==> src/rtl/cc_array_pkg.sv <==
// Constants for the six-module capture/compare array
package cc_array_pkg;
    localparam int NUM_MODULES = 6;
    // Byte addresses
    localparam logic [7:0] CTRL_ADDR    = 8'h00;
    localparam logic [7:0] FLAGS_ADDR   = 8'h04;
    localparam logic [7:0] COUNT_ADDR   = 8'h08;
    localparam logic [7:0] PINS_ADDR    = 8'h0C;
    localparam logic [7:0] MOD_BASE     = 8'h10;
    localparam logic [7:0] MOD_END      = 8'h6F;
    // Word index within one module block of 16 bytes
    localparam logic [1:0] SLOT_MODE    = 2'h0;
    localparam logic [1:0] SLOT_LOW     = 2'h1;
    localparam logic [1:0] SLOT_HIGH    = 2'h2;
    // Control register bits
    localparam int CTRL_RUN = 0;
    localparam int CTRL_AIE = 1;
    localparam int CTRL_GIE = 2;
    // Mode register bits
    localparam int M_WIDE  = 7;
    localparam int M_COMPARE_ENABLE  = 6;
    localparam int M_RISE  = 5;
    localparam int M_FALL  = 4;
    localparam int M_MATCH = 3;
    localparam int M_TOG   = 2;
    localparam int M_PWM   = 1;
    localparam int M_IEN   = 0;
    // Reset values, then counter and low-byte top values
    localparam logic [7:0]  MODE_RST  = 8'h00;
    localparam logic [7:0]  CMP_RST   = 8'h00;
    localparam logic [15:0] COUNT_RST = 16'h0000;
    localparam logic [15:0] COUNT_TOP = 16'hFFFF;
    localparam logic [7:0]  LOW_TOP   = 8'hFF;
    // Bus responses
    localparam logic [1:0] RESP_OKAY   = 2'h0;
    localparam logic [1:0] RESP_SLVERR = 2'h2;
endpackage

==> src/rtl/cc_array.sv <==
// Six-module capture/compare array with shared counter, AXI4-Lite slave
//////////////////////////////////////////////////////////////////////////////
// Function
// Each module runs independently in one of six modes set by its mode bits
// Rise-only, fall-only or both-edge capture selected by the edge bits
// Capture copies the 16-bit counter into the module compare word
// Capture sets the sticky module flag; software clears it
// External pin must hold each level for two or more clocks
// Synchronised pin levels stay readable so software can see the edge
// Interrupt needs module enable, global enable and array enable
// Software timer sets the flag when counter equals compare word
// Low byte write clears compare enable, high byte write sets it
// Software writes the low byte before the high byte
// High-speed output inverts the pin on every 16-bit match; a match in the entry cycle sets the pin to one instead
// Entering high-speed output sets the toggle output to one
// Frequency output toggles on low-byte match and adds high into low
// High byte of zero gives a half-period of 256 counter clocks
// Compare enable and pwm with wide select clear is 8-bit PWM
// 8-bit PWM: high on low-byte match, low on low-byte overflow
// 8-bit PWM reloads low byte from high byte on low-byte overflow
// 8-bit PWM high fraction is (256 - high)/256; zero stays high
// 16-bit PWM: high on full match, low on counter overflow
// Software syncs 16-bit PWM updates to match interrupts
// Either PWM mode with compare enable clear holds the pin low
// Shared counter is 16 bits and wraps from all ones to zero
// Six modules, each with its own pin
// Unlisted mode codes do nothing on the pin; enabled match still flags
//////////////////////////////////////////////////////////////////////////////
`timescale 1ns/100ps
module cc_array (
    // Clock and reset
    input  wire logic        MCLK,
    input  wire logic        RST_B,
    // AXI4-Lite write address and data
    input  wire logic [7:0]  S_AXI_AWADDR,
    input  wire logic        S_AXI_AWVALID,
    output logic             S_AXI_AWREADY,
    input  wire logic [31:0] S_AXI_WDATA,
    input  wire logic [3:0]  S_AXI_WSTRB,
    input  wire logic        S_AXI_WVALID,
    output logic             S_AXI_WREADY,
    // AXI4-Lite write response
    output logic [1:0]       S_AXI_BRESP,
    output logic             S_AXI_BVALID,
    input  wire logic        S_AXI_BREADY,
    // AXI4-Lite read
    input  wire logic [7:0]  S_AXI_ARADDR,
    input  wire logic        S_AXI_ARVALID,
    output logic             S_AXI_ARREADY,
    output logic [31:0]      S_AXI_RDATA,
    output logic [1:0]       S_AXI_RRESP,
    output logic             S_AXI_RVALID,
    input  wire logic        S_AXI_RREADY,
    // Module pins, split into three signals
    input  wire logic [5:0]  MODULE_PIN_I,
    output logic [5:0]       MODULE_PIN_O,
    output logic [5:0]       MODULE_PIN_OE_B,
    // Interrupt request
    output logic             IRQ
);

    typedef struct packed {
        logic [5:0][7:0] mode;
        logic [5:0][7:0] cmp_lo;
        logic [5:0][7:0] cmp_hi;
        logic [5:0]      flag;
        logic [5:0]      pin;
        logic [5:0]      oe_b;
        logic [5:0]      hso_prev;
        logic [5:0]      sync1;
        logic [5:0]      sync2;
        logic [5:0]      sync3;
        logic [15:0]     cnt;
        logic            run;
        logic            aie;
        logic            gie;
        logic            irq;
        logic [7:0]      aw_addr;
        logic            aw_got;
        logic [31:0]     wdata;
        logic [3:0]      wstrb;
        logic            w_got;
        logic            awready;
        logic            wready;
        logic            bvalid;
        logic [1:0]      bresp;
        logic            arready;
        logic            rvalid;
        logic [31:0]     rdata;
        logic [1:0]      rresp;
    } state_type;

    state_type   s_r;
    state_type   s_nxt;
    logic [5:0]  cap_ev;
    logic [5:0]  hit;
    logic [5:0]  hso_now;
    logic [5:0]  pwm_now;
    logic        wr;
    logic [15:0] cnt_nxt;

    //////////////////////////////////////////////////////////////////////////
    always_comb begin
        logic        tick;
        logic        ovf16;
        logic        lovf;
        logic        in_mod;
        logic [2:0]  widx;
        logic [1:0]  wslot;
        logic [2:0]  ridx;
        logic [1:0]  rslot;
        logic [7:0]  ra;
        logic [7:0]  m;
        logic [7:0]  lo_eff;
        logic        capt;
        logic        cmpm;
        logic        frq;
        logic        pwm8;
        logic        eq8;
        logic        eq16;
        logic [5:0]  clr;
        logic [5:0]  set;
        s_nxt   = s_r;
        tick    = s_r.run;
        ovf16   = tick && (s_r.cnt == cc_array_pkg::COUNT_TOP);
        lovf    = tick && (s_r.cnt[7:0] == cc_array_pkg::LOW_TOP);
        cnt_nxt = tick ? s_r.cnt + 16'h0001 : s_r.cnt;
        s_nxt.cnt = cnt_nxt;
        clr     = 6'h00;
        set     = 6'h00;
        cap_ev  = 6'h00;
        hit     = 6'h00;
        hso_now = 6'h00;
        pwm_now = 6'h00;
        // Pin synchronisers; third stage only feeds edge detection
        s_nxt.sync1 = MODULE_PIN_I;
        s_nxt.sync2 = s_r.sync1;
        s_nxt.sync3 = s_r.sync2;

        // Write channel capture, either order
        if (S_AXI_AWVALID && s_r.awready) begin
            s_nxt.aw_addr = S_AXI_AWADDR;
            s_nxt.aw_got  = 1'b1;
        end
        if (S_AXI_WVALID && s_r.wready) begin
            s_nxt.wdata = S_AXI_WDATA;
            s_nxt.wstrb = S_AXI_WSTRB;
            s_nxt.w_got = 1'b1;
        end
        wr     = s_r.aw_got && s_r.w_got && !s_r.bvalid;
        in_mod = (s_r.aw_addr >= cc_array_pkg::MOD_BASE)
              && (s_r.aw_addr <= cc_array_pkg::MOD_END);
        widx   = 3'(s_r.aw_addr[7:4] - 4'h1);
        wslot  = s_r.aw_addr[3:2];

        // Per-module behaviour; modules share only the counter
        for (int i = 0; i < cc_array_pkg::NUM_MODULES; i++) begin
            m    = s_r.mode[i];

            capt = !m[cc_array_pkg::M_MATCH] && !m[cc_array_pkg::M_TOG]
                && !m[cc_array_pkg::M_PWM];
            cmpm = m[cc_array_pkg::M_COMPARE_ENABLE] && !m[cc_array_pkg::M_RISE]
                && !m[cc_array_pkg::M_FALL];
            hso_now[i] = cmpm && m[cc_array_pkg::M_MATCH]
                && m[cc_array_pkg::M_TOG] && !m[cc_array_pkg::M_PWM];
            frq  = cmpm && m[cc_array_pkg::M_TOG] && m[cc_array_pkg::M_PWM];
            // PWM decode ignores compare enable so clearing it forces 0%
            pwm_now[i] = !m[cc_array_pkg::M_RISE] && !m[cc_array_pkg::M_FALL]
                && !m[cc_array_pkg::M_TOG] && m[cc_array_pkg::M_PWM];
            pwm8 = pwm_now[i] && !m[cc_array_pkg::M_WIDE];

            cap_ev[i] = capt && (
                (m[cc_array_pkg::M_RISE] && s_r.sync2[i] && !s_r.sync3[i])
             || (m[cc_array_pkg::M_FALL] && !s_r.sync2[i] && s_r.sync3[i]));
            // Compare against the reloaded byte so a zero duty byte
            // re-asserts in the same cycle as the overflow
            lo_eff = (pwm8 && lovf) ? s_r.cmp_hi[i] : s_r.cmp_lo[i];
            eq8  = tick && (cnt_nxt[7:0] == lo_eff);
            eq16 = tick && (cnt_nxt == {s_r.cmp_hi[i], s_r.cmp_lo[i]});
            hit[i] = (frq || pwm8) ? eq8 : eq16;

            if (cap_ev[i]) begin
                s_nxt.cmp_lo[i] = s_r.cnt[7:0];
                s_nxt.cmp_hi[i] = s_r.cnt[15:8];
                set[i] = 1'b1;
            end

            if (m[cc_array_pkg::M_MATCH] && m[cc_array_pkg::M_COMPARE_ENABLE] && hit[i])
                set[i] = 1'b1;

            if (hso_now[i] && !s_r.hso_prev[i]) begin
                s_nxt.pin[i] = 1'b1;
            end else if (hso_now[i] && hit[i]) begin
                s_nxt.pin[i] = !s_r.pin[i];
            end
            if (frq && hit[i]) begin
                s_nxt.pin[i] = !s_r.pin[i];
                // Byte add wraps, so a zero step spans 256 clocks
                s_nxt.cmp_lo[i] = s_r.cmp_lo[i] + s_r.cmp_hi[i];
            end
            if (pwm8 && lovf)
                s_nxt.cmp_lo[i] = s_r.cmp_hi[i];
            if (pwm_now[i]) begin
                if (!m[cc_array_pkg::M_COMPARE_ENABLE])
                    s_nxt.pin[i] = 1'b0;
                else if (hit[i])
                    s_nxt.pin[i] = 1'b1;
                else if (pwm8 ? lovf : ovf16)
                    s_nxt.pin[i] = 1'b0;
            end
            s_nxt.hso_prev[i] = hso_now[i];
            s_nxt.oe_b[i] = !(hso_now[i] || frq || pwm_now[i]);

            // Software writes win over the module's own byte updates
            if (wr && in_mod && widx == 3'(i) && s_r.wstrb[0]) begin
                unique case (wslot)
                    cc_array_pkg::SLOT_MODE:
                        s_nxt.mode[i] = s_r.wdata[7:0];
                    cc_array_pkg::SLOT_LOW: begin
                        s_nxt.cmp_lo[i] = s_r.wdata[7:0];
                        s_nxt.mode[i][cc_array_pkg::M_COMPARE_ENABLE] = 1'b0;
                    end
                    cc_array_pkg::SLOT_HIGH: begin
                        s_nxt.cmp_hi[i] = s_r.wdata[7:0];
                        s_nxt.mode[i][cc_array_pkg::M_COMPARE_ENABLE] = 1'b1;
                    end
                    default: ;
                endcase
            end
        end

        // Global register writes and write response
        if (wr) begin
            s_nxt.bvalid = 1'b1;
            s_nxt.bresp  = cc_array_pkg::RESP_OKAY;
            s_nxt.aw_got = 1'b0;
            s_nxt.w_got  = 1'b0;
            if (in_mod) begin
                if (wslot == 2'h3)
                    s_nxt.bresp = cc_array_pkg::RESP_SLVERR;
            end else if (s_r.aw_addr == cc_array_pkg::CTRL_ADDR) begin
                if (s_r.wstrb[0]) begin
                    s_nxt.run = s_r.wdata[cc_array_pkg::CTRL_RUN];
                    s_nxt.aie = s_r.wdata[cc_array_pkg::CTRL_AIE];
                    s_nxt.gie = s_r.wdata[cc_array_pkg::CTRL_GIE];
                end
            end else if (s_r.aw_addr == cc_array_pkg::FLAGS_ADDR) begin
                if (s_r.wstrb[0])
                    clr = s_r.wdata[5:0];
            end else if (s_r.aw_addr == cc_array_pkg::COUNT_ADDR) begin
                if (s_r.wstrb[0])
                    s_nxt.cnt[7:0] = s_r.wdata[7:0];
                if (s_r.wstrb[1])
                    s_nxt.cnt[15:8] = s_r.wdata[15:8];
            end else if (s_r.aw_addr != cc_array_pkg::PINS_ADDR) begin
                s_nxt.bresp = cc_array_pkg::RESP_SLVERR;
            end
        end
        if (s_r.bvalid && S_AXI_BREADY)
            s_nxt.bvalid = 1'b0;
        // A hardware set in the clearing cycle is kept
        s_nxt.flag = (s_r.flag & ~clr) | set;

        // Read channel
        ra    = S_AXI_ARADDR;
        ridx  = 3'(ra[7:4] - 4'h1);
        rslot = ra[3:2];
        if (S_AXI_ARVALID && s_r.arready) begin
            s_nxt.rvalid = 1'b1;
            s_nxt.rresp  = cc_array_pkg::RESP_OKAY;
            s_nxt.rdata  = 32'h0000_0000;
            if (ra >= cc_array_pkg::MOD_BASE && ra <= cc_array_pkg::MOD_END)
            begin
                unique case (rslot)
                    cc_array_pkg::SLOT_MODE:
                        s_nxt.rdata[7:0] = s_r.mode[ridx];
                    cc_array_pkg::SLOT_LOW:
                        s_nxt.rdata[7:0] = s_r.cmp_lo[ridx];
                    cc_array_pkg::SLOT_HIGH:
                        s_nxt.rdata[7:0] = s_r.cmp_hi[ridx];
                    default:
                        s_nxt.rresp = cc_array_pkg::RESP_SLVERR;
                endcase
            end else if (ra == cc_array_pkg::CTRL_ADDR) begin
                s_nxt.rdata[2:0] = {s_r.gie, s_r.aie, s_r.run};
            end else if (ra == cc_array_pkg::FLAGS_ADDR) begin
                s_nxt.rdata[5:0] = s_r.flag;
            end else if (ra == cc_array_pkg::COUNT_ADDR) begin
                s_nxt.rdata[15:0] = s_r.cnt;
            end else if (ra == cc_array_pkg::PINS_ADDR) begin
                s_nxt.rdata[5:0] = s_r.sync2;
            end else begin
                s_nxt.rresp = cc_array_pkg::RESP_SLVERR;
            end
        end else if (s_r.rvalid && S_AXI_RREADY) begin
            s_nxt.rvalid = 1'b0;
        end

        // Ready flags registered from next state: one transfer at a time
        s_nxt.awready = !s_nxt.aw_got && !s_nxt.bvalid;
        s_nxt.wready  = !s_nxt.w_got && !s_nxt.bvalid;
        s_nxt.arready = !s_nxt.rvalid;
        s_nxt.irq = |(s_nxt.flag & {s_nxt.mode[5][0], s_nxt.mode[4][0],
            s_nxt.mode[3][0], s_nxt.mode[2][0], s_nxt.mode[1][0],
            s_nxt.mode[0][0]}) && s_nxt.gie && s_nxt.aie;
    end

    //////////////////////////////////////////////////////////////////////////
    always_ff @(posedge MCLK or negedge RST_B) begin
        if (!RST_B) begin
            s_r         <= '0;
            s_r.mode    <= {6{cc_array_pkg::MODE_RST}};
            s_r.cmp_lo  <= {6{cc_array_pkg::CMP_RST}};
            s_r.cmp_hi  <= {6{cc_array_pkg::CMP_RST}};
            s_r.cnt     <= cc_array_pkg::COUNT_RST;
            s_r.oe_b    <= 6'h3F;
            s_r.awready <= 1'b1;
            s_r.wready  <= 1'b1;
            s_r.arready <= 1'b1;
        end else begin
            s_r <= s_nxt;
        end
    end

    assign S_AXI_AWREADY   = s_r.awready;
    assign S_AXI_WREADY    = s_r.wready;
    assign S_AXI_BVALID    = s_r.bvalid;
    assign S_AXI_BRESP     = s_r.bresp;
    assign S_AXI_ARREADY   = s_r.arready;
    assign S_AXI_RVALID    = s_r.rvalid;
    assign S_AXI_RDATA     = s_r.rdata;
    assign S_AXI_RRESP     = s_r.rresp;
    assign MODULE_PIN_O    = s_r.pin;
    assign MODULE_PIN_OE_B = s_r.oe_b;
    assign IRQ             = s_r.irq;

    logic wr_lo0;
    logic wr_hi0;
    assign wr_lo0 = wr && s_r.aw_addr == 8'h14 && s_r.wstrb[0];
    assign wr_hi0 = wr && s_r.aw_addr == 8'h18 && s_r.wstrb[0];
endmodule

==> config.mk <==
export PLATFORM = sky130hd
export DESIGN_NAME = cc_array
export DESIGN_NICKNAME = d
export VERILOG_FILES = /design/src/rtl/cc_array_pkg.sv /design/src/rtl/cc_array.sv
export SDC_FILE = /design/constraint.sdc
export NUM_CORES = 1
export LEC_CHECK = 0
export BUFFER_PORTS_ARGS = -buffer_cell sky130_fd_sc_hd__buf_4
export CORE_MARGIN = 2
export CORE_UTILIZATION = 50
export CTS_CLUSTER_SIZE = 8
export DETAILED_ROUTE_END_ITERATION = 16
export HOLD_SLACK_MARGIN = 0.1
export PLACE_DENSITY = 0.67
export SLEW_MARGIN = 15
export SYNTH_ARGS = -nofsm -noshare
export SYNTH_HDL_FRONTEND = slang
export SYNTH_SLANG_ARGS = --single-unit
export TNS_END_PERCENT = 20
==> constraint.sdc <==
create_clock -name MCLK -period 8.2 [get_ports MCLK]
set_input_delay 0.41 -clock MCLK [delete_from_list [all_inputs] [get_ports MCLK]]
set_output_delay 0.41 -clock MCLK [all_outputs]
set_load 0.01 [all_outputs]
=== Word level (Yosys, flattened, before mapping) ===
Index checks and enable logic that the tools add are counted.

* Register bits: 259
* Word-level logic and storage cells: 587

* Equality and inequality tests: 30
* Multiplexer cells: 183
* Bitwise logic cells: 5
* Add/sub/neg operators: 9
* Reduce and logical (&&, ||, !) cells: 300
* Order comparisons: 5

{| class="wikitable"
|+ Operators with widths
! operator !! number
|-
| 2-to-1 mux 8 bit || 60
|-
| logical AND 1 bit || 184
|-
| == test 16 bit || 6
|-
| 2-to-1 mux 1 bit || 85
|-
| binary-select mux 8 bit (select 3 bit) || 3
|-
| logical NOT 1 bit || 71
|-
| 2-to-1 mux 16 bit || 4
|-
| adder 8 bit || 6
|-
| == test 8 bit || 6
|-
| 2-to-1 mux 6 bit || 8
|-
| 2-to-1 mux 19 bit || 2
|-
| 2-to-1 mux 10 bit || 3
|-
| == test 8 x 4 -> 1 bit, second input constant || 3
|-
| logical OR 1 bit || 24
|-
| case mux 8 bit (3 select lines) || 1
|-
| AND reduction 2 bit || 12
|-
| 2-to-1 mux 2 bit || 11
|-
| adder 16 x 1 -> 16 bit, second input constant || 1
|-
| == test 16 bit, second input constant || 1
|-
| == test 8 x 3 -> 1 bit, second input constant || 2
|-
| greater-or-equal comparator 8 x 5 -> 1 bit, second input constant || 2
|-
| less-or-equal comparator 8 x 7 -> 1 bit, second input constant || 2
|-
| logical NOT 8 bit || 2
|-
| 2-to-1 mux 13 bit || 1
|-
| other kinds (21) || 32
|}

=== Logic depth before layout (Yosys ltp) ===
* Depth after elaboration: 18
* Mapped depth: 15
* Mapped depth without buffers: 12

=== Worst setup path before layout ===
No wires, ideal clock.

* Path type: flip-flop to flip-flop
* Start point: register s_r[92] (netlist bit)
* End point: register s_r[197] (netlist bit)
* Slack: 4.395 ns
* Data required time: 8.123 ns
* Arrival: 3.727 ns
* Cell stages (with the launch flop): 12
* Clock period less this slack: 3.805 ns
* Buffers on the path: 1
* Cell sequence: dfrtp_1 > ha_1 > buf_4 > nand2_1 > nor4_4 > o221ai_2 > or4_1 > or4_1 > or4_4 > a21oi_4 > mux2_1 > a21oi_1

{| class="wikitable"
|+ RTL lines
! item !! RTL line !! RTL
|-
| start, declared || cc_array.sv:93 || <nowiki>state_type s_r;</nowiki>
|-
| start signal, assigned || cc_array.sv:321 || <nowiki>s_r <= s_nxt;</nowiki>
|}

==> results.cfg <==
[clock_tree]
clock_sinks = 257
clock_latency_ns = 0.58
clkSlewWorstSetupHoldPaths_ns = 0.05
cts_setup_buffers = 0
clk_path_buf_depth = 3
clock-root-buffer = clkbuf_16
cts_tree = done
numCtsBuffers = 38
clock_tree.htree_level_count = 2

[timing]
final.hold.worst_slack_ns = 0.1397
fmaxAchievable_mhz = 164.7
finalSetupTns_ns = 0
final_min_period_over_clock_period_pct = 74.03
fin_crit_ns = 6.071
setup_skew_after_layout_ns = 0.03598
finalHoldViolations = 0
grt_setup_unrepaired = no
worst_pin_slew_ns = 1.313
final_max_slew_viols = 0
timing.slew.headroom_pct = 12.44
final-setup-viol-count = 0

[yosys]
synth_top_flop_cell = dfrtp_1
avgSynthCellArea_sq_um = 8.827
synthMostInstantiatedCell = nor2_1
synth_edf_count = 0
synth_top_cell_area_share_pct = 29.60
postSynth.asyncResetShare_pct = 100.0
yosys-top-cells-area = dfrtp_1, mux2i_1, mux2_2
synth.cells.most_frequent = nor2_1, dfrtp_1, a21oi_1, nand2_1, mux2i_1
flops_latches_synth = 257
share_of_synthesized_area_occupied_by_flip_flops_and_latches_pct = 30.73
yosys.cell_types.count = 92
post_syn_area_sq_um = 20970
netlist_instances = 2375
netlist.top_cell.by_area = dfrtp_1
ys_warn_count = 0

[power]
power_density_nw_per_um2 = 312.0
peakVddDrop_mv = 0.3585
total_leakage_power_nw = 9.773

[die]
fp.coreArea_sq_um = 41670
die_w_um = 208.8
floorplan.rows = 75
io_pins = 119
chipHeight_um = 208.8
die_area_sq_um = 43580
initial_core_util_pct = 50.32

[finish]
final_nets = 2508
drive_above_1_share_pct = 15.65
syn2layout_area_growth_pct = 10.93

[detailed_routing]
totalWireLength_mm = 93.08
drt_iter0_markers = 2508
wl_per_cell_um = 31.64
routed_via_density = 6.839
route.detailed.drc = 0
drtAntennaViolNets = 0
drt_pass1_iterations = 6
routed-via-count = 20121

[place]
place.detailed.hpwl_mm = 65.75
gp_congestion = 1.038
port_buffers = 82

[grt]
antenna_violations_before_repair = 5
grt_use_total_pct = 42.39
wire_length_of_the_first_global_routing_pass_mm = 134.3
grt_pass1_vias = 19285
grt_overflow = 0
grt_max_degree = 158

[setup_path]
worstPathMaxFanout = 15
arrival_ns = 6.50
required_ns = 8.63
startpoint_type = flop
worst_setup_path_end_kind = flop
timing_worst_setup_path_type = flop to flop

[run]
maxCapViolations = 0

[hold_path]
hold_path.class = input pin to flop

[outcome]
status = completed
[metal layers]
metal,vias up,global-route usage [%],part of all wire [%]
li1,8614,-,-
met1,9901,56.01,40
met2,1260,62.54,42
met3,340,9.889,11
met4,6,27.19,7.8
met5,-,0,0.043
[metrics by stage]
stage                     cells  worst slack, ns  power (mW)  area (sq um)  util, %
after floorplan            2392            4.395       4.277         21030        -
after global placement     2850            2.514       5.544         21820    52.37
after detailed placement   2850            2.363       5.591         21820    52.37
after CTS                  2941            2.367       7.120         23250    55.81
after global routing       2941            2.072       7.514         23250    55.81
final                      2942            2.129       7.255         23260    55.82
[final cells by class]
type / instances / area [sq um]
Sequential cell: 257 / 6445
Tap cell: 539 / 674.4
Timing Repair Buffer: 184 / 1486
Multi-Input combinational cell: 1839 / 13310
Fill cell: 3848 / 18410
Inverter: 65 / 244.0
Antenna cell: 1 / 2.502
Clock buffer: 55 / 1066
Clock inverter: 2 / 28.78
[power breakdown]
group | internal (mW) | switching (mW)
combinational | 1.38 | 1.86
sequential | 1.62 | 0.882
clock | 0.892 | 0.621
[registers in the layout, summed over array words and instances (netlist names), 6 cells and up]
register	cells
s_nxt	12
s_r	209
MODULE_PIN_OE_B	6
MODULE_PIN_O	6
S_AXI_RDATA	16
[cells in the final DEF (no fill, tap or decap), types with 17 or more instances in the layout]
| cell type | n |
|---|---|
| nor2_1 | 261 |
| dlygate4sd3_1 | 34 |
| a211oi_1 | 21 |
| nand2b_1 | 17 |
| mux2_2 | 92 |
| a21oi_1 | 186 |
| o21ai_0 | 73 |
| a22o_1 | 20 |
| conb_1 | 18 |
| nor2b_1 | 33 |
| ha_1 | 52 |
| nand3_1 | 44 |
| mux4_2 | 33 |
| clkbuf_16 | 39 |
| nand2_1 | 165 |
| or3_1 | 22 |
| buf_4 | 148 |
| nand4_1 | 35 |
| nor4_1 | 20 |
| xnor2_1 | 84 |
| mux2i_1 | 161 |
| inv_1 | 64 |
| nor3_1 | 51 |
| a21o_1 | 18 |
| xor2_1 | 58 |
| dfrtp_1 | 246 |
| a31oi_1 | 35 |
[repair_timing]
| action | in CTS | in global routing |
|---|---|---|
| endpoints found under the hold margin | 131 | 0 |
| hold buffers | 34 | 0 |
| resized for setup | 0 | 0 |
| setup endpoints to repair | 0 | 0 |
[logic make-up (layout without fill, tap and decap cells)]
family          Yosys count  after routing  synth area share [%]
flops                   257            257                 30.73
xor+xnor                154            154                 7.024
mux                     287            287                 16.23
compound gates          537            537                 16.96
simple gates            783            783                 18.89
fa+ha+maj                60             60                 3.772
other cells               1             19               0.01789
buf+inv                 296            306                 6.374
[worst paths after layout]
check | from | slack [ns] | end | depth (start not counted)
max in group asynchronous | RST_B | 6.23 | s_r[98]$_DFF_PN0_ | 3
min in group asynchronous | RST_B | 0.43 | s_r[194]$_DFF_PN0_ | 2
worst min register to register | s_nxt[114]$_DFF_PN0_ | 0.35 | s_nxt[108]$_DFF_PN0_ | 0
worst min-delay path | S_AXI_WVALID | 0.14 | S_AXI_WREADY$_DFF_PN1_ | 3
worst max-delay path | s_r[95]$_DFF_PN0_ | 2.13 | s_r[210]$_DFF_PN0_ | 11
worst max register to register | s_r[95]$_DFF_PN0_ | 2.13 | s_r[210]$_DFF_PN0_ | 11
[critical path, cell delays in order, from the launching register on]
cell and delay (ns):
dfrtp_1 0.95, nand4_1 0.73, buf_4 0.45, nor4_2 0.96, buf_4 0.28, or2_2 0.14, nand4_1 0.07, or4_1 0.56
o22ai_1 0.59, and3_1 0.69, nor3_1 0.13, o32a_1 0.37
(Power assumes the default switching activity.)
